File: config.mk
export PLATFORM = sky130hd
export DESIGN_NAME = flash_frontend_flat
export DESIGN_NICKNAME = d
export VERILOG_FILES = /design/src/spi_flash_pkg.sv /design/src/spi_flash_if.sv /design/src/flash_frontend.sv /design/src/pin_sync.sv /design/src/flat_wrapper.sv
export SDC_FILE = /design/constraint.sdc
export NUM_CORES = 1
export LEC_CHECK = 0
export BUFFER_PORTS_ARGS = -buffer_cell sky130_fd_sc_hd__buf_2
export CAP_MARGIN = 15
export CORE_UTILIZATION = 54
export CTS_BUF_LIST = sky130_fd_sc_hd__clkbuf_2
export DETAILED_ROUTE_END_ITERATION = 8
export PLACE_DENSITY = 0.87
export SLEW_MARGIN = 10
export SYNTH_ARGS = -nofsm -noshare
export SYNTH_HDL_FRONTEND = slang
export SYNTH_HIERARCHICAL = 1
export SYNTH_SLANG_ARGS = --single-unit
File: constraint.sdc
create_clock -name CLOCK -period 1.65 [get_ports CLOCK]
set_input_delay 0.33 -clock CLOCK [delete_from_list [all_inputs] [get_ports CLOCK]]
set_output_delay 0.33 -clock CLOCK [all_outputs]
set_load 0.02 [all_outputs]
File: src/spi_flash_pkg.sv
// Shared constants for the serial flash front end and its bus master
package spi_flash_pkg;
    localparam int          CLOCK_PERIOD_NS      = 8;
    // Link clock half period made by the master; slow enough for both 3-flop input paths
    localparam int          SCK_HALF_NS          = 96;
    localparam int          SCK_HALF_CYCLES      = (SCK_HALF_NS + CLOCK_PERIOD_NS - 1) / CLOCK_PERIOD_NS;
    localparam int          HALF_BITS            = 5;
    localparam int          BYTE_BITS            = 8;
    localparam logic [2:0]  LAST_BIT             = 3'h7;
    localparam int          PAGE_BYTES           = 256;
    localparam int          PAGE_BITS            = 8;
    localparam int          CAPACITY_SMALL       = 1048576;
    localparam int          CAPACITY_LARGE       = 2097152;
    localparam logic [7:0]  WRITE_STATUS_OP      = 8'h01;
    localparam int          LOCK_BIT             = 7;
    localparam int          BUSY_BIT             = 0;
    localparam logic [7:0]  STATUS_WRITABLE_MASK = 8'h9C;
    localparam logic [7:0]  STATUS_RESET         = 8'h00;
    localparam int          TIMER_BITS           = 8;
    localparam logic [7:0]  STATUS_WRITE_CYCLES  = 8'h40;
endpackage
File: src/spi_flash_if.sv
// Pin bundle between the flash front end and its bus master
`timescale 1ns/100ps
`default_nettype none
interface spi_flash_if;
    logic cs_n;
    logic sck;
    logic mosi;
    logic miso_o;
    logic miso_oe;
    logic miso;
    logic hold_n;
    logic wp_n;

    // No pull on the returned data; a released pin reads as the inverse of its last bit
    assign miso = miso_oe ? miso_o : ~miso_o;

    modport device (
        input  cs_n,
        input  sck,
        input  mosi,
        input  hold_n,
        input  wp_n,
        output miso_o,
        output miso_oe
    );

    modport host (
        output cs_n,
        output sck,
        output mosi,
        output hold_n,
        output wp_n,
        input  miso
    );
endinterface
`default_nettype wire

File: src/flash_frontend.sv
// Serial flash device end: select, bit shifting, pause and status write gating
// Summary of operation
// - Select high: deselected, serial output floats
// - Select low: accept instruction, return data
// - First instruction only after select falls
// - Status write completes after select rises
// - Serial output changes on clock fall
// - Serial input captured on clock rise
// - Clock may idle low or high
// - Serial input carries instruction, address, data
// - Protect pin low guards status register
// - Pause only while selected
// - Pause starts once clock is low
// - Pause ends once clock is low
// - Paused: output floats, inputs ignored
// - Paused: partial byte and frame kept
// - Select rise during pause resets interface
// - Pages of 256 bytes, 1M or 2M
// - Lock bit and low pin reject writes
`timescale 1ns/100ps
`default_nettype none
module flash_frontend (
    input  wire logic       CLOCK,
    input  wire logic       RST_N,
    spi_flash_if.device     LINK,
    output logic      [7:0] RX_BYTE,
    output logic            RX_VALID,
    output logic            RX_FIRST,
    output logic      [7:0] PAGE_OFFSET,
    input  wire logic [7:0] TX_BYTE,
    output logic            TX_TAKEN,
    output logic            FRAME_END,
    output logic      [7:0] STATUS,
    output logic            WRITE_REJECTED
);
    typedef struct packed {
        logic                                  cs_prev;
        logic                                  sck_prev;
        logic                                  selected;
        logic                                  hold;
        logic                                  first;
        logic [2:0]                            bit_cnt;
        logic [spi_flash_pkg::BYTE_BITS-1:0]   shift_in;
        logic [spi_flash_pkg::BYTE_BITS-1:0]   shift_out;
        logic [spi_flash_pkg::BYTE_BITS-1:0]   opcode;
        logic                                  got_data;
        logic [spi_flash_pkg::BYTE_BITS-1:0]   status_data;
        logic [spi_flash_pkg::BYTE_BITS-1:0]   pending;
        logic [spi_flash_pkg::BYTE_BITS-1:0]   status;
        logic [spi_flash_pkg::TIMER_BITS-1:0]  timer;
        logic [spi_flash_pkg::PAGE_BITS-1:0]   page_pos;
        logic                                  miso;
        logic                                  miso_oe;
        logic [spi_flash_pkg::BYTE_BITS-1:0]   rx_byte;
        logic                                  rx_valid;
        logic                                  rx_first;
        logic                                  tx_taken;
        logic                                  frame_end;
        logic                                  reject;
    } front_state_type;

    front_state_type state;
    front_state_type next_state;
    logic            cs_n;
    logic            sck;
    logic            mosi;
    logic            hold_n;
    logic            wp_n;
    logic            sck_rise;
    logic            sck_fall;
    logic [7:0]      captured;
    logic            byte_done;
    logic            reply_load;
    logic            status_write;
    logic            status_locked;

    // Select reads as low from reset, so a select held low at power-up is never an edge
    localparam logic [4:0] SYNC_RESET = 5'h0D;

    pin_sync #(
        .WIDTH       (5),
        .RESET_LEVEL (SYNC_RESET)
    ) u_sync (
        .CLOCK (CLOCK),
        .RST_N (RST_N),
        .PIN   ({LINK.cs_n,
                 LINK.hold_n,
                 LINK.wp_n,
                 LINK.sck,
                 LINK.mosi}),
        .LEVEL ({cs_n,
                 hold_n,
                 wp_n,
                 sck,
                 mosi})
    );

    assign sck_rise = sck & ~state.sck_prev;
    assign sck_fall = ~sck & state.sck_prev;
    assign captured = {state.shift_in[6:0], mosi};

    assign byte_done     = sck_rise && state.bit_cnt == spi_flash_pkg::LAST_BIT;
    // Reply bytes start only after the instruction byte has gone in
    assign reply_load    = sck_fall && state.bit_cnt == '0 && !state.first;
    assign status_write  = state.selected && state.got_data && state.opcode == spi_flash_pkg::WRITE_STATUS_OP;
    assign status_locked = state.status[spi_flash_pkg::LOCK_BIT] && !wp_n;

    always_comb begin
        next_state           = state;
        next_state.rx_valid  = 1'b0;
        next_state.tx_taken  = 1'b0;
        next_state.frame_end = 1'b0;
        next_state.reject    = 1'b0;
        next_state.cs_prev   = cs_n;
        next_state.sck_prev  = sck;
        // Internal write runs on its own timer, independent of the select line
        if (state.timer != '0) begin
            next_state.timer = state.timer - 1'b1;
            if (state.timer == 8'h01) begin
                next_state.status = state.pending;
            end
        end
        if (cs_n) begin
            // A write that meets a busy timer is dropped without a reject pulse
            if (status_write && state.timer == '0) begin
                if (status_locked) begin
                    next_state.reject = 1'b1;
                end else begin
                    next_state.pending = state.status_data & spi_flash_pkg::STATUS_WRITABLE_MASK;
                    next_state.timer   = spi_flash_pkg::STATUS_WRITE_CYCLES;
                end
            end
            next_state.frame_end = state.selected;
            // Any partial frame or pause is dropped here, including a pause in progress
            next_state.selected = 1'b0;
            next_state.hold     = 1'b0;
            next_state.bit_cnt  = '0;
            next_state.got_data = 1'b0;
        end else if (state.cs_prev && !cs_n) begin
            // The reset value of cs_prev is low, so a select held low from reset never starts a frame
            next_state.selected = 1'b1;
            next_state.first    = 1'b1;
            next_state.bit_cnt  = '0;
            next_state.page_pos = '0;
        end else if (state.selected) begin
            if (state.hold) begin
                if (hold_n && !sck) begin
                    next_state.hold = 1'b0;
                end
            end else begin
                if (sck_rise) begin
                    next_state.shift_in = captured;
                    next_state.bit_cnt  = state.bit_cnt + 1'b1;
                    if (byte_done) begin
                        next_state.rx_byte  = captured;
                        next_state.rx_valid = 1'b1;
                        next_state.rx_first = state.first;
                        next_state.first    = 1'b0;
                        if (state.first) begin
                            next_state.opcode = captured;
                        end else begin
                            next_state.page_pos = state.page_pos + 1'b1;
                            if (!state.got_data) begin
                                next_state.status_data = captured;
                                next_state.got_data    = 1'b1;
                            end
                        end
                    end
                end
                if (sck_fall) begin
                    if (reply_load) begin
                        next_state.miso      = TX_BYTE[7];
                        next_state.shift_out = {TX_BYTE[6:0], 1'b0};
                        next_state.tx_taken  = 1'b1;
                    end else begin
                        next_state.miso      = state.shift_out[7];
                        next_state.shift_out = {state.shift_out[6:0], 1'b0};
                    end
                end
                // Hold request taken with clock low, or on the edge that brought it low
                if (!hold_n && !sck) begin
                    next_state.hold = 1'b1;
                end
            end
        end
        // Enable follows the next state, so the pin is released in the cycle the frame ends or the pause starts
        next_state.miso_oe = next_state.selected && !next_state.hold;
    end

    always_ff @(posedge CLOCK) begin
        if (!RST_N) begin
            state <= '{status: spi_flash_pkg::STATUS_RESET, pending: spi_flash_pkg::STATUS_RESET, default: '0};
        end else begin
            state <= next_state;
        end
    end

    assign LINK.miso_o  = state.miso;
    assign LINK.miso_oe = state.miso_oe;
    assign RX_BYTE      = state.rx_byte;
    assign RX_VALID     = state.rx_valid;
    assign RX_FIRST     = state.rx_first;
    assign PAGE_OFFSET  = state.page_pos;
    assign TX_TAKEN     = state.tx_taken;
    assign FRAME_END    = state.frame_end;
    assign WRITE_REJECTED = state.reject;
    assign STATUS       = {state.status[7:1], state.timer != '0};
endmodule
`default_nettype wire

File: src/pin_sync.sv
// Three-flop input synchroniser with agreement filter, one per bit
`timescale 1ns/100ps
`default_nettype none
module pin_sync #(
    parameter int               WIDTH       = 1,
    parameter logic [WIDTH-1:0] RESET_LEVEL = '0
) (
    input  wire logic             CLOCK,
    input  wire logic             RST_N,
    input  wire logic [WIDTH-1:0] PIN,
    output logic      [WIDTH-1:0] LEVEL
);
    typedef struct packed {
        logic [WIDTH-1:0] s1;
        logic [WIDTH-1:0] s2;
        logic [WIDTH-1:0] s3;
        logic [WIDTH-1:0] level;
    } sync_state_type;

    sync_state_type   state;
    sync_state_type   next_state;
    logic [WIDTH-1:0] agreed;

    // Only the second and third stages are compared; the first feeds the second alone
    for (genvar i = 0; i < WIDTH; i++) begin : g_bit
        assign agreed[i] = (state.s2[i] == state.s3[i]) ? state.s3[i] : state.level[i];
    end

    always_comb begin
        next_state       = state;
        next_state.s1    = PIN;
        next_state.s2    = state.s1;
        next_state.s3    = state.s2;
        next_state.level = agreed;
    end

    always_ff @(posedge CLOCK) begin
        if (!RST_N) begin
            state <= '{s1: RESET_LEVEL, s2: RESET_LEVEL, s3: RESET_LEVEL, level: RESET_LEVEL};
        end else begin
            state <= next_state;
        end
    end

    assign LEVEL = state.level;
endmodule
`default_nettype wire

File: src/flat_wrapper.sv
// flat-port wrapper written by rule: the top's interface ports become plain ports
module flash_frontend_flat 
  (CLOCK, RST_N, RX_BYTE, RX_VALID, RX_FIRST, PAGE_OFFSET, TX_BYTE, TX_TAKEN, FRAME_END, STATUS, WRITE_REJECTED, LINK_cs_n, LINK_sck, LINK_mosi, LINK_hold_n, LINK_wp_n, LINK_miso_o, LINK_miso_oe);
  spi_flash_if LINK_i ();
  input  wire logic CLOCK;
  input  wire logic RST_N;
  output logic      [7:0] RX_BYTE;
  output logic RX_VALID;
  output logic RX_FIRST;
  output logic      [7:0] PAGE_OFFSET;
  input  wire logic [7:0] TX_BYTE;
  output logic TX_TAKEN;
  output logic FRAME_END;
  output logic      [7:0] STATUS;
  output logic WRITE_REJECTED;
  input wire logic [$bits(LINK_i.cs_n)-1:0] LINK_cs_n;
  input wire logic [$bits(LINK_i.sck)-1:0] LINK_sck;
  input wire logic [$bits(LINK_i.mosi)-1:0] LINK_mosi;
  input wire logic [$bits(LINK_i.hold_n)-1:0] LINK_hold_n;
  input wire logic [$bits(LINK_i.wp_n)-1:0] LINK_wp_n;
  output wire logic [$bits(LINK_i.miso_o)-1:0] LINK_miso_o;
  output wire logic [$bits(LINK_i.miso_oe)-1:0] LINK_miso_oe;
  assign LINK_i.cs_n = LINK_cs_n;
  assign LINK_i.sck = LINK_sck;
  assign LINK_i.mosi = LINK_mosi;
  assign LINK_i.hold_n = LINK_hold_n;
  assign LINK_i.wp_n = LINK_wp_n;
  assign LINK_miso_o = LINK_i.miso_o;
  assign LINK_miso_oe = LINK_i.miso_oe;
  flash_frontend u_core (.CLOCK(CLOCK), .RST_N(RST_N), .LINK(LINK_i), .RX_BYTE(RX_BYTE), .RX_VALID(RX_VALID), .RX_FIRST(RX_FIRST), .PAGE_OFFSET(PAGE_OFFSET), .TX_BYTE(TX_BYTE), .TX_TAKEN(TX_TAKEN), .FRAME_END(FRAME_END), .STATUS(STATUS), .WRITE_REJECTED(WRITE_REJECTED));
endmodule
; Word level (Yosys, flattened, before mapping)
; Index checks and enable logic that the tools add are counted.
[totals]
mem_bits_rw = 0
mem_bits_ro = 0
regBits = 100
n_memories = 0
in_bits = 15
elab_cells = 131
latch_bits = 0
output_inout_bits = 31
[classes]
order_cmp = 0
mul = 0
n_eq_ne = 10
bitwise_logic = 14
n_div = 0
n_mux = 33
n_reduce_logical = 40
n_shift = 0
addsub = 3
[op_table]
columns = cell, n
row1 = 8-bit two-way mux, 12
row2 = 38-bit two-way mux, 1
row3 = 37-bit two-way mux, 1
row4 = 17-bit two-way mux, 2
row5 = 9-bit two-way mux, 3
row6 = 6-bit AND reduction, 3
row7 = "8-bit by 1-bit == test with 1-bit output, second input constant", 2
row8 = 5-bit AND reduction, 3
row9 = 12-bit two-way mux, 1
row10 = 1-bit NOT, 12
row11 = 6-bit OR reduction, 2
row12 = 1-bit logical AND, 11
row13 = 1-bit two-way mux, 10
row14 = 3-bit AND reduction, 3
row15 = "8-bit by 1-bit adder with 8-bit output, second input constant", 1
row16 = 8-bit logical NOT, 1
row17 = 8-bit AND reduction, 1
row18 = 8-bit nonzero test, 1
row19 = "8-bit by 1-bit subtractor with 8-bit output, second input constant", 1
row20 = 7-bit AND reduction, 1
row21 = 1-bit logical NOT, 6
row22 = 2-bit nonzero test, 3
row23 = 1-bit == test, 5
row24 = 2-bit two-way mux, 2
row25 = 9 further kinds, 12

; Logic depth before layout (Yosys ltp)
; Gate-level depths: netlist (run 1).
[logic_depth]
depth_word = 12
ltp_mapped = 8

; Hierarchy
; Netlist (run 1), hierarchy kept.
[by_module_without_submodules]
columns = module, area_per_inst_um2, cells_each, instances
row1 = flash_frontend, 3223.1, 350, 1
row2 = pin_sync, 625.6, 57, 1

; Worst setup path before layout (run 1)
; Ideal clock, no wire load.
[synth_timing]
kind = reg-to-reg
from = reg u_core/state[80] (netlist bit)
to = reg u_core.state, in the netlist u_core/PAGE_OFFSET[4]
t_required_ns = 1.580
stages_incl_launch_ff = 8
period_less_slack_ns = 1.632
setup_slack_ns = 0.018
t_arrival_ns = 1.562
setup_time_ns = 0.070
path_cell_list = dfxtp_1 ha_1 ha_1 nor3b_2 a21oi_2 buf_6 or3_1 a21oi_1
[synth_between]
elab_chain_len = 4
[synth_lines]
columns = element, line
row1 = "start, declared", flash_frontend.sv:62  ; front_state_type state;
row2 = "start signal, assigned", flash_frontend.sv:194  ; state <= next_state;
row3 = 3-bit == test, flash_frontend.sv:102  ; assign byte_done = sck_rise && state.bit_cnt == spi_flash_pkg::LAST_BIT;
row4 = 1-bit logical AND, flash_frontend.sv:102
row5 = 2-bit nonzero test (no source line), n/a
row6 = 6-bit AND reduction (no source line), n/a
; No other way between the ends.
; A chain may end at the register's enable or synchronous reset.

; Worst setup path in the final report (run 1)
[layout_timing]
from = reg u_core/state[27] (netlist bit)
to = out STATUS[0]
[layout_between]
elab_chain_len = 1
[layout_lines]
columns = element, line
row1 = 8-bit nonzero test, flash_frontend.sv:207  ; assign STATUS = {state.status[7:1], state.timer != '0};
row2 = "end, declared", flat_wrapper.sv:14  ; output logic [7:0] STATUS;
; No other way between the ends.

==> results list, run 1 <==
- Power spread over the standard cell area amounts to 1040 nW/um^2.
- In this run the power spent charging and discharging nets is 1.29 mW.
* Number of unique standard cell types used by synthesis: 41
- In this run, synthesis produced a sequential element count of 94.
- Syn Std Cell Area: 3850 sq um
- Final period util: 1.14
- In this run the mean area of a mapped cell was 9.46 sq um.
- The worst setup path is captured at a primary output.
- On the final layout, the worst clock skew is 0.0339 ns.
- Mapped Cells: 407
- After detailed routing, the average wire length per cell comes to 15.1 um.
- Summed over all layers, the global routing overflow is 0.
- Longest individual stage delay on the worst path: 0.40 ns
- Count of buffers from port buffering: 42
* Sequential share of the synthesized area: 0.489
* Pin count of the biggest net entering global routing: 29
* Number of sinks handled by clock tree synthesis: 94
- The first global-routing pass estimated 12.5 mm of wire.
- The region available for standard cell placement spans 6830 sq um.
* Endpoint of the most critical register-to-register path: u_core/state[54]
* I/O Pins: 46
- Counting I/O delays and the setup requirement, the final critical path takes 1.88 ns.
- Type of the worst setup path: reg -> out
- The max-slew violation total from the final report is 0.
- Kind of start point of the critical path: flip-flop
- In the layout the commonest cells are dfxtp_1 (84), nor2_1 (48), buf_2 (41).
- Maximum operating frequency: 533 MHz
- The floorplan has 30 rows.
* RD Place Congestion: 0.794
- Post-Layout Inst Area: 4410 sq um
* Instance area at placement: 4020 sq um
- The initial antenna violation count is 0.
- WP data arrival: 1.55 ns
* Largest voltage drop on the vdd net: 0.580 mV
- Die height: 86.4 um
- The root buffer cell chosen for the clock tree is clkbuf_2.
* Origin of the worst min-delay path: TX_BYTE[4]
- The portion of synthesized area spent on multiplexers is 0.0832.
* Die ar.: 7470 sq um
- Synthesized-area fraction occupied by ao, oa, aoi and oai cells: 0.0920
- No sink is reached through more buffers than the 2 on the longest clock path.
* Result of the run: finished, violations left
- The number of buffers and inverters on the critical path is 1.
- The number of clock buffers added by TritonCTS is 9.
* Routed vias: 2994
* Detail-routed via count per cell: 5.44
- The share of total power dissipated in the clock network is 0.267.
- Share of post-route cells with drive strength above 1: 0.249
* Internal cell power: 3.32 mW
* Total negative slack for setup checks: -0.225 ns
* Maximum capacitance violations: 0
- In the post-route analysis, the smallest setup slack over all paths is -0.225 ns.
- The repair_antennas step left the layout with diodes totalling 0.
- Number of warnings printed during yosys synthesis: 6
* Comb pwr share: 0.194
- For the pin with the worst max-slew slack, the measured transition is 0.548 ns.
- Clock-pin slew was measured on the worst setup and hold paths at 0.24 ns.
* Critical Path, Cell by Cell: nor4_4, nand3_2, buf_6
- DRC violation total after the first TritonRoute iteration: 197
- Worst hold slack across all endpoints: 0.0501 ns
- For flop-to-flop paths, the worst setup slack is 0.03 ns.
* Static power due to leakage: 1.89 nW
* Total routing resource utilization after global routing: 0.215
* DRC violations left: 0
- Hold crit path type: in -> reg
- After the last flow step, the layout net total stands at 471.
* Initial Util: 0.563
* Switching Fraction: 0.280
* Synth-to-Final Area Change: 14.6%
* Routed Antenna Nets: 0
- Setup violations remaining at the end of the flow were counted as 1.
- TritonCTS built the clock tree.
* Worst Hold Path EP: u_core/state[69]
- Setup repair after global routing could not meet its margin everywhere.
* Latest clock arrival within the worst-skew pair: 0.55 ns
- After synthesis, the largest family of logic cells by area is simple AND/OR/NAND/NOR gates.
- Post-Synth Adder-Cell Area: 0.0228
- In this run the tightest slew margin relative to its limit is 0.630.
- Share of the synthesized netlist area taken by xor and xnor gates: 0.0182
- Hold Vio Cnt, Final: 0
* Cell type of the slowest stage on the worst timing path: dfxtp_4
- The worst register-to-register path has a depth of 5.
- Of all nets on the critical path, the largest fanout is 2.
- Crit path required time: 1.32 ns
* # placed instances: 518
- For this run, the share of the core covered by cells in the final layout is 0.646.
- Count of TritonRoute iterations in the first routing pass: 4
- Once layout is complete, the cells apart from fillers number 550.
* Violations in the final reports: negative setup slack
* Worst Hold Depth: 3
- Crit path max-delay family: simple AND/OR/NAND/NOR gates
* Width of the die: 86.4 um
* Routed Wire Length: 8.28 mm
- The H-tree was split into 3 levels.
- Of the total synthesized cell area, the portion taken by AND, OR, NAND and NOR gates is 0.205.
* Number of global-route vias before repair: 2745
- The share of total power dissipated in sequential elements is 0.540.
* Most common library cell in the layout ignoring fill and taps: dfxtp_1
- The worst register-to-register path begins at u_core/state[86].
* Hpwl dp: 5.03 mm
==> sequential cells by signal, summed over array words and instances, names as in the netlist, 4 cells and up <==
signal and flops:
u_core/captured 7, u_core/u_sync/next_state 10, u_core/u_sync/state 5, u_core/state 40, u_core/STATUS 4, u_core/RX_BYTE 8
u_core/PAGE_OFFSET 8, u_core/u_sync/LEVEL 5
==> routing by layer <==
layer  share of wire  routed length (um)  GRT usage
met3           0.045                 372     0.0362
met2            0.49                4030      0.370
met5               0                   0          0
met1            0.44                3620      0.265
met4           0.031                 253     0.0970
==> cell type report <==
type | count | area (sq um)
clock buffer | 11 | 55.1
clock inverter | 5 | 73.8
fill | 546 | 2420
inverter | 9 | 33.8
multi-input combinational | 262 | 1750
sequential | 94 | 1900
tap | 96 | 120
timing repair buffer | 73 | 480
==> tightest hold or removal path: stages <==
cell,delay (ns)
buf_2,0.08
mux2i_1,0.06
a21oi_1,0.13
==> Yosys cell counts, drive strengths merged <==
master,n,area [sq um]
nand2b,14,87.6
o31ai,1,7.51
xor2,4,35.0
nor4bb,1,10.0
and4,1,8.76
nand2,23,86.3
nor3b,2,20.0
inv,9,33.8
mux2i,32,320
nor4b,4,50.1
nor2,49,184
and4bb,1,12.5
nor2b,2,12.5
and2,11,68.8
a211oi,1,7.51
clkbuf,5,18.8
a21oi,32,164
ha,7,87.6
o21a,2,15.0
o21ai,24,120
nand4,9,56.3
nor3,3,15.0
or3,4,25.0
o22ai,1,6.26
and3,3,18.8
nand3,13,65.1
or4,3,22.5
dfxtp,94,1880
a21boi,2,22.5
conb,1,3.75
nand4b,3,26.3
xnor2,4,35.0
buf,40,288
nor4,1,21.3
o2111a,1,11.3
==> power groups by stage <==
| stage | logic [mW] | clock network (mW) | registers, mW |
|---|---|---|---|
| 2_1_floorplan | 0.498 | 0 | 2.49 |
| 3_3_place_gp | 0.596 | 0 | 2.51 |
| 3_5_place_dp | 0.626 | 0 | 2.51 |
| 4_1_cts | 0.833 | 1.24 | 2.48 |
| 5_1_grt | 0.987 | 1.33 | 2.50 |
| 6_report | 0.891 | 1.23 | 2.48 |
==> through the flow <==
stage / worst slack (ns) / total power, mW
final: -0.225 / 4.60
after floorplan: 0.0178 / 2.99
after global routing: -0.325 / 4.82
after CTS: -0.222 / 4.56
after detailed placement: -0.00993 / 3.14
after global placement: -0.0153 / 3.10
==> cells by family (layout without fill, tap and decap cells) <==
group,Yosys count,in the layout
other,1,3
adder cells (fa/ha/maj),7,7
XOR/XNOR,8,8
AND/OR/NAND/NOR,147,147
AO/OA/AOI/OAI,64,65
flip-flops,94,94
buffers and inverters,54,98
multiplexers,32,32
==> what timing repair did <==
action	4_1_cts	5_1_grt
resized for setup	18	24
cloned	0	1
pin swaps	3	9
hold buffers	6	0
setup buffers	4	6
endpoints found under the setup margin	10	39
hold endpoints to repair	6	0
==> worst max path at each step <==
stage | start | end | slack, ns | cells past startpoint
2_1_floorplan | u_core/state[80] | u_core/PAGE_OFFSET[4] | 0.02 | 7
3_3_place_gp | u_core/state[23] | u_core/state[42] | -0.02 | 7
3_5_place_dp | u_core/state[23] | u_core/state[42] | -0.01 | 7
4_1_cts | u_core/state[26] | STATUS[0] | -0.22 | 3
5_1_grt | u_core/state[27] | STATUS[0] | -0.33 | 3
6_report | u_core/state[27] | STATUS[0] | -0.23 | 3
No activity file was read; power rests on OpenSTA's default activity.
==> run 2: changes to the inputs <==
CTS_BUF_LIST = sky130_fd_sc_hd__clkbuf_8   (was sky130_fd_sc_hd__clkbuf_2)
==> run 2 against run 1 <==
The run still ends with negative setup slack left; combinational power is 3.0% lower; die area stayed put; clock power is 33% higher; design area is 0.31% higher; clock skew is 0.024 ns lower; utilization is 0.20 points higher; final cell count is 0.91% lower; setup slack better by 0.20 ns; global-route usage is 0.31 points lower; fmax is 12% higher; total power is 8.1% higher; sequential cell count stayed put; critical path type unchanged; highest routed layer unchanged.
==> results list, run 2 (synthesis results as in run 1) <==
- The maximum net fanout on the critical path is 2 (unchanged).
- Register with the highest flop count: u_core/state (unchanged)
- Result of the run: finished, violations left (unchanged).
- The switching power came to 1.30 mW (was 1.29 mW).
- The clock insertion delay at the later pin of the skew report is 0.36 ns (was 0.55 ns).
- The starting DRC count in detailed routing came to 198 (was 197).
- The final weighted congestion in routability-driven placement was 0.794 (unchanged).
- The largest vdd supply drop is 0.535 mV (was 0.580 mV).
- The share of the clock period used by the worst path after layout is 1.01 (was 1.14).
- The initial standard-cell utilization of the core is 0.563 (unchanged).
* Unrepaired setup endpoints after global routing: yes (unchanged)
- The total wirelength of the detailed-routed design came to 8.02 mm (was 8.28 mm).
- Buffering stage count on the worst path with inverters included: 1 (unchanged)
- WP data arrival: 1.34 ns (was 1.55 ns)
- The final global-route overflow total came to 0 (unchanged).
* Total of endpoints with negative setup slack in the final report: 1 (unchanged)
- The die height was 86.4 um (unchanged).
- The required arrival time at the worst endpoint came to 1.32 ns (about the same).
* Maximum count of clock buffers along a single path: 2 (unchanged)
* CP Depth: 3 (unchanged)
- # fillers: 537 (was 546)
* Synth-to-Final Area Change: 15.0% (was 14.6%)
- The final worst clock skew was 0.0102 ns (was 0.0339 ns).
* Critical path endpoint category: primary output (unchanged)
- The max-slew violation total from the final report was 0 (unchanged).
- Internal cell power: 3.67 mW (was 3.32 mW)
- Total routing resource utilization after global routing: 0.212 (was 0.215)
* Detail-routed via count per cell: 5.46 (was 5.44)
- Hpwl dp: 5.03 mm (unchanged)
* CTS tree: built (unchanged)
* Post-layout minimum cycle time: 1.67 ns (was 1.88 ns)
- Kind of start point of the critical path: flip-flop (unchanged)
* Hold Vio Cnt, Final: 0 (unchanged)
* Most common library cell in the layout ignoring fill and taps: dfxtp_1 (unchanged)
- The slowest cell on the critical path is dfxtp_4 (unchanged).
* Maximum capacitance violations: 0 (unchanged)
- The total number of clock tree sinks was 94 (unchanged).
- The number of diodes added for antenna fixing is 0 (unchanged).
* DRC violations left: 0 (unchanged)
- The worst hold slack is 0.148 ns (was 0.0501 ns).
* Crit path max-delay family: simple AND/OR/NAND/NOR gates (unchanged)
- Routed Antenna Nets: 0 (unchanged)
- Worst Hold Depth: 2 (was 3)
- Post-CTS clock slew at the launch and capture registers of the worst setup and hold paths: 0.08 ns (was 0.24 ns)
* Count of buffers from port buffering: 42 (unchanged)
* Final net count: 466 (was 471)
- The initial antenna violation count is 0 (unchanged).
- Critical Path, Cell by Cell: nor4_4, nand3_2, buf_6 (unchanged).
- Switching Fraction: 0.262 (was 0.280)
- Leading cell types in the layout, fill and taps excluded: dfxtp_1 (85), nor2_1 (49), buf_2 (41) (was dfxtp_1 (84), nor2_1 (48), buf_2 (41))
- The worst slack at placement is -0.00993 ns (unchanged).
* Static power due to leakage: 1.90 nW (was 1.89 nW)
* Core area: 6830 sq um (unchanged)
- The boundary pin count was 46 (unchanged).
- The die boundary width came to 86.4 um (unchanged).
- The fraction of final layout cells sized beyond drive strength 1 is 0.245 (was 0.249).
- Hold crit path type: in -> reg (unchanged)
* First-pass GRT wire length: 12.2 mm (was 12.5 mm)
- Number of global-route vias before repair: 2715 (was 2745)
- Buffer cell driving the clock tree root: clkbuf_8 (was clkbuf_2)
- The cell count of the worst reg-to-reg path is 4 (was 5).
- The number of optimization iterations in the first detailed-route pass came to 7 (was 4).
* Pin count of the biggest net entering global routing: 29 (unchanged)
- Die ar.: 7470 sq um (unchanged)
* Ratio of total power to cell area: 1120 nW/um^2 (was 1040 nW/um^2)
- Type of the worst setup path: reg -> out (unchanged)
- Comb pwr share: 0.174 (was 0.194)
- The relative contribution of sequential cells to total power is 0.498 (was 0.540).
- The total number of vias is 2977 (was 2994).
- The number of levels the H-tree was split into came to 3 (unchanged).
- Crit path setup slack, layout: -0.0218 ns (was -0.225 ns)
- Violations in the final reports: negative setup slack (unchanged)
- The clock group share of total power is 0.329 (was 0.267).
- Maximum operating frequency: 598 MHz (was 533 MHz)
- The routed wire length per instance came to 14.7 um (was 15.1 um).
- The number of standard-cell rows in the floorplan was 30 (unchanged).
* Longest individual stage delay on the worst path: 0.36 ns (was 0.40 ns)
- Max FFs per register: 40 (unchanged)
- Clock buffer count from CTS: 9 (unchanged)
[run 2: cell type report]
type / instances / area, sq um / area share
clock buffer: 10 / 138 / 0.0311
clock inverter: 6 / 77.6 / 0.0175
inverter: 9 / 33.8 / 0.00763
multi-input combinational: 262 / 1730 / 0.392
sequential: 94 / 1900 / 0.428
tap: 96 / 120 / 0.0271
timing repair buffer: 68 / 428 / 0.0967
[run 2: metal layers]
| layer | wire [um] | track usage | up-vias |
|---|---|---|---|
| met2 | 3970 | 0.359 | 113 |
| met5 | 0 | 0 | - |
| li1 | - | - | 1439 |
| met3 | 457 | 0.0590 | 15 |
| met1 | 3460 | 0.255 | 1410 |
| met4 | 132 | 0.0864 | 0 |
[run 2: what timing repair did]
| action | in CTS | in global routing |
|---|---|---|
| pin swaps | 2 | 13 |
| setup buffers | 2 | 8 |
| resized for setup | 7 | 29 |
| hold buffers | 0 | 0 |
| gates cloned | 0 | 1 |
| endpoints found under the setup margin | 9 | 27 |
[run 2: through the flow]
step,instance area [sq um],cells,power [mW],utilization,TNS (ns)
6_report,4430,545,4.98,0.648,-0.0218
3_5_place_dp,4020,518,3.14,0.588,-0.0118
3_3_place_gp,4020,518,3.10,0.588,-0.0547
2_1_floorplan,3860,409,2.99,-,0
4_1_cts,4280,536,4.88,0.626,0
5_1_grt,4430,545,5.21,0.648,-0.128
[run 2: path summary, 6_finish.rpt]
path                                                    from                            to  slack, ns
worst max-delay path                        u_core/state[27]                     STATUS[0]      -0.02
worst min-delay path                             LINK_hold_n  u_core/u_sync/next_state[13]       0.15
worst max register to register        u_core/u_sync/LEVEL[4]         u_core/PAGE_OFFSET[5]       0.05
worst min register to register  u_core/u_sync/next_state[13]   u_core/u_sync/next_state[8]       0.41
[run 2: worst reg2reg max path, stage by stage, from the launching register on]
cell and delay [ns]:
dfxtp_2 0.47, nand2b_1 0.18, nand2_1 0.20, or4_1 0.58, o21ai_0 0.10
[run 2: power groups by stage]
| stage | sequential [mW] | clock [mW] | combinational [mW] |
|---|---|---|---|
| final | 2.48 | 1.64 | 0.864 |
| after floorplan | 2.49 | 0 | 0.498 |
| after global placement | 2.51 | 0 | 0.596 |
| after CTS | 2.47 | 1.65 | 0.759 |
| after global routing | 2.49 | 1.76 | 0.957 |
| after detailed placement | 2.51 | 0 | 0.626 |
==> run 3: changes to the inputs <==
CORE_UTILIZATION = 52   (was 54)
CTS_BUF_LIST = sky130_fd_sc_hd__clkbuf_16   (was sky130_fd_sc_hd__clkbuf_8)
PLACE_DENSITY = 0.84   (was 0.87)
==> run 3 against run 2 <==
The flow still finishes with violations (negative setup slack); total power grew 8.6%; count of clock-buffer cells in the layout shrank 1; register-to-register slack is essentially flat; fmax grew 0.10%; wire length shrank 3.5%; utilization shrank 0.71 points; global-route usage shrank 0.94 points; final cell count shrank 0.73%; clock skew shrank 0.0053 ns; sequential share of layout area shrank 0.57 points; design area grew 1.1%; hold slack gained 0.029 ns; largest cell class unchanged.
==> results list, run 3 (synthesis results as in run 1) <==
- Result of the run: finished, violations left (unchanged)
- Violations in the final reports: negative setup slack (unchanged).
- Count of TritonRoute iterations in the first routing pass: 4 (was 7)
- The layout overhead on the synthesized area was 16.2% (was 15.0%).
- DRC violations left: 0 (unchanged)
- Critical Path, Cell by Cell: nor4_4, nand3_2, buf_6 (unchanged).
- The highest clock rate was 599 MHz (was 598 MHz).
- Type of the worst setup path: reg -> out (unchanged)
- CP max FO: 4 (was 2)
* Initial antenna violation count: 0 (unchanged)
- The post-cts hold buffer count came to 0 (unchanged).
- The overall global routing resource usage came to 0.203 (was 0.212).
- The final weighted congestion in routability-driven placement was 0.782 (was 0.794).
- Kind of start point of the critical path: flip-flop (unchanged)
* Die ar.: 7750 sq um (was 7470 sq um)
* Detail-routed via count per cell: 5.32 (was 5.46)
- The die height came to 88.0 um (was 86.4 um).
* Crit path setup slack, layout: -0.0200 ns (was -0.0218 ns)
* Core area: 6980 sq um (was 6830 sq um)
* WP data arrival: 1.34 ns (about the same)
- The cell total after placement was 517 (was 518).
* DRC violation total after the first TritonRoute iteration: 149 (was 198)
- The total cell area at the placement stage came to 4000 sq um (was 4020 sq um).
* Maximum capacitance violations: 0 (unchanged)
- Ratio of total power to cell area: 1210 nW/um^2 (was 1120 nW/um^2)
- Crit path required time: 1.32 ns (about the same)
* Number of sinks handled by clock tree synthesis: 94 (unchanged)
* Max FFs per register: 40 (unchanged)
* Initial Util: 0.551 (was 0.563)
* Overflow left after global routing: 0 (unchanged)
* Worst slew margin: 0.638
* Total of endpoints with negative setup slack in the final report: 1 (unchanged)
- Routed Wire Length: 7.74 mm (was 8.02 mm)
- Share of post-route cells with drive strength above 1: 0.229 (was 0.245)
* Final period util: 1.01 (about the same)
- Worst clock skew: 0.00485 ns (was 0.0102 ns)
- I/O Pins: 46 (unchanged)
- The biggest cell delay along the critical path is 0.34 ns (was 0.36 ns).
* Routed Antenna Nets: 0 (unchanged)
- Register with the highest flop count: u_core/state (unchanged)
- The routed wire length per instance came to 14.3 um (was 14.7 um).
* Post-CTS clock slew at the launch and capture registers of the worst setup and hold paths: 0.06 ns (was 0.08 ns)
* Cell type of the slowest stage on the worst timing path: dfxtp_2 (was dfxtp_4)
* Clock buffer count from CTS: 9 (unchanged)
- Unrepaired setup endpoints after global routing: yes (unchanged)
- Worst hold slack across all endpoints: 0.178 ns (was 0.148 ns)
* Fin cells: 541 (was 545)
- The number of levels the H-tree was split into is 3 (unchanged).
- The most common library cell in the layout ignoring fill and taps is dfxtp_1 (unchanged).
- Latest clock arrival within the worst-skew pair: 0.33 ns (was 0.36 ns)
* Width of the die: 88.0 um (was 86.4 um)
- Leading cell types in the layout, fill and taps excluded: dfxtp_1 (87), nor2_1 (49), buf_2 (41) (was dfxtp_1 (85), nor2_1 (49), buf_2 (41)).
* Worst Tran Pin Value: 0.536 ns
- Number of antenna repair diodes: 0 (unchanged)
- The number of buffers between clock root and the deepest sink was 2 (unchanged).
* Hpwl dp: 4.88 mm (was 5.03 mm)
- The clock tree from TritonCTS was built (unchanged).
* Post-Layout Inst Area: 4470 sq um (was 4430 sq um)
- The count of buffers inserted at the top-level ports is 42 (unchanged).
- The final sum of negative setup slack is -0.0200 ns (was -0.0218 ns).
- First-pass GRT wire length: 12.1 mm (was 12.2 mm)
- Buffer cell driving the clock tree root: clkbuf_16 (was clkbuf_8)
- The time the worst path needs with I/O delays and setup was 1.67 ns (about the same).
- Final net count: 462 (was 466)
- Routed vias: 2877 (was 2977)
- Pin count of the biggest net entering global routing: 33 (was 29)
- The endpoint class of the critical path was a primary output (unchanged).
- The largest vdd supply drop came to 0.685 mV (was 0.535 mV).
- The number of global-route vias before repair was 2691 (was 2715).
- The number of standard-cell rows in the floorplan came to 30 (unchanged).
* Number of max-slew violations in the final report: 0 (unchanged)
* Static power due to leakage: 1.92 nW (was 1.90 nW)
- The type of the tightest min-delay check is in -> reg (unchanged).
- The number of failing hold endpoints at the final stage was 0 (unchanged).
- The final-layout fill cell count is 579 (was 537).
[run 3: per-layer routing]
layer  share of wire  vias up  global-route usage
met1            0.45     1348               0.247
li1                -     1436                   -
met2            0.50       81               0.337
met3           0.034       12              0.0452
met5               0        -                   0
met4           0.018        0               0.104
[run 3: repair_timing]
item,in CTS,in global routing
endpoints found under the setup margin,10,33
cloned,0,1
hold endpoints to repair,0,0
resized for setup,12,22
pin swaps,4,10
buffers inserted,3,4
[run 3: cell type report]
type | count | area [sq um] | area share
clock buffer | 9 | 225 | 0.0503
timing repair buffer | 64 | 382 | 0.0853
inverter | 9 | 33.8 | 0.00755
multi-input combinational | 262 | 1740 | 0.389
sequential | 94 | 1890 | 0.423
clock inverter | 7 | 82.6 | 0.0185
tap | 96 | 120 | 0.0269
[run 3: power breakdown]
| part | leakage [nW] | switching (mW) | internal, mW |
|---|---|---|---|
| clock network | 0.157 | 0.801 | 1.30 |
| registers | 0.764 | 0.106 | 2.37 |
| logic | 1.00 | 0.420 | 0.402 |
| total | 1.92 | 1.33 | 4.08 |
[run 3: final timing paths]
kind	slack, ns	cells after the start	endpoint	startpoint
max reg2reg	0.05	8	u_core/PAGE_OFFSET[2]	u_core/state[81]
max	-0.02	3	STATUS[0]	u_core/state[26]
min	0.18	2	u_core/u_sync/next_state[12]	LINK_wp_n
min reg2reg	0.41	1	u_core/u_sync/next_state[7]	u_core/u_sync/next_state[12]
[run 3: per-stage QoR]
step / util / setup WS, ns / total power, mW
2_1_floorplan: - / 0.0178 / 2.99
3_3_place_gp: 0.573 / 0.00865 / 3.10
3_5_place_dp: 0.573 / -0.0610 / 3.14
4_1_cts: 0.626 / -0.00310 / 5.35
5_1_grt: 0.641 / -0.0578 / 5.64
6_report: 0.641 / -0.0200 / 5.41
[run 3: critical path: cells and delay by family, from the launching register on]
family | cells | cell delay [ns]
AND/OR/NAND/NOR | 2 | 0.50
flip-flops | 1 | 0.34
buffers and inverters | 1 | 0.16
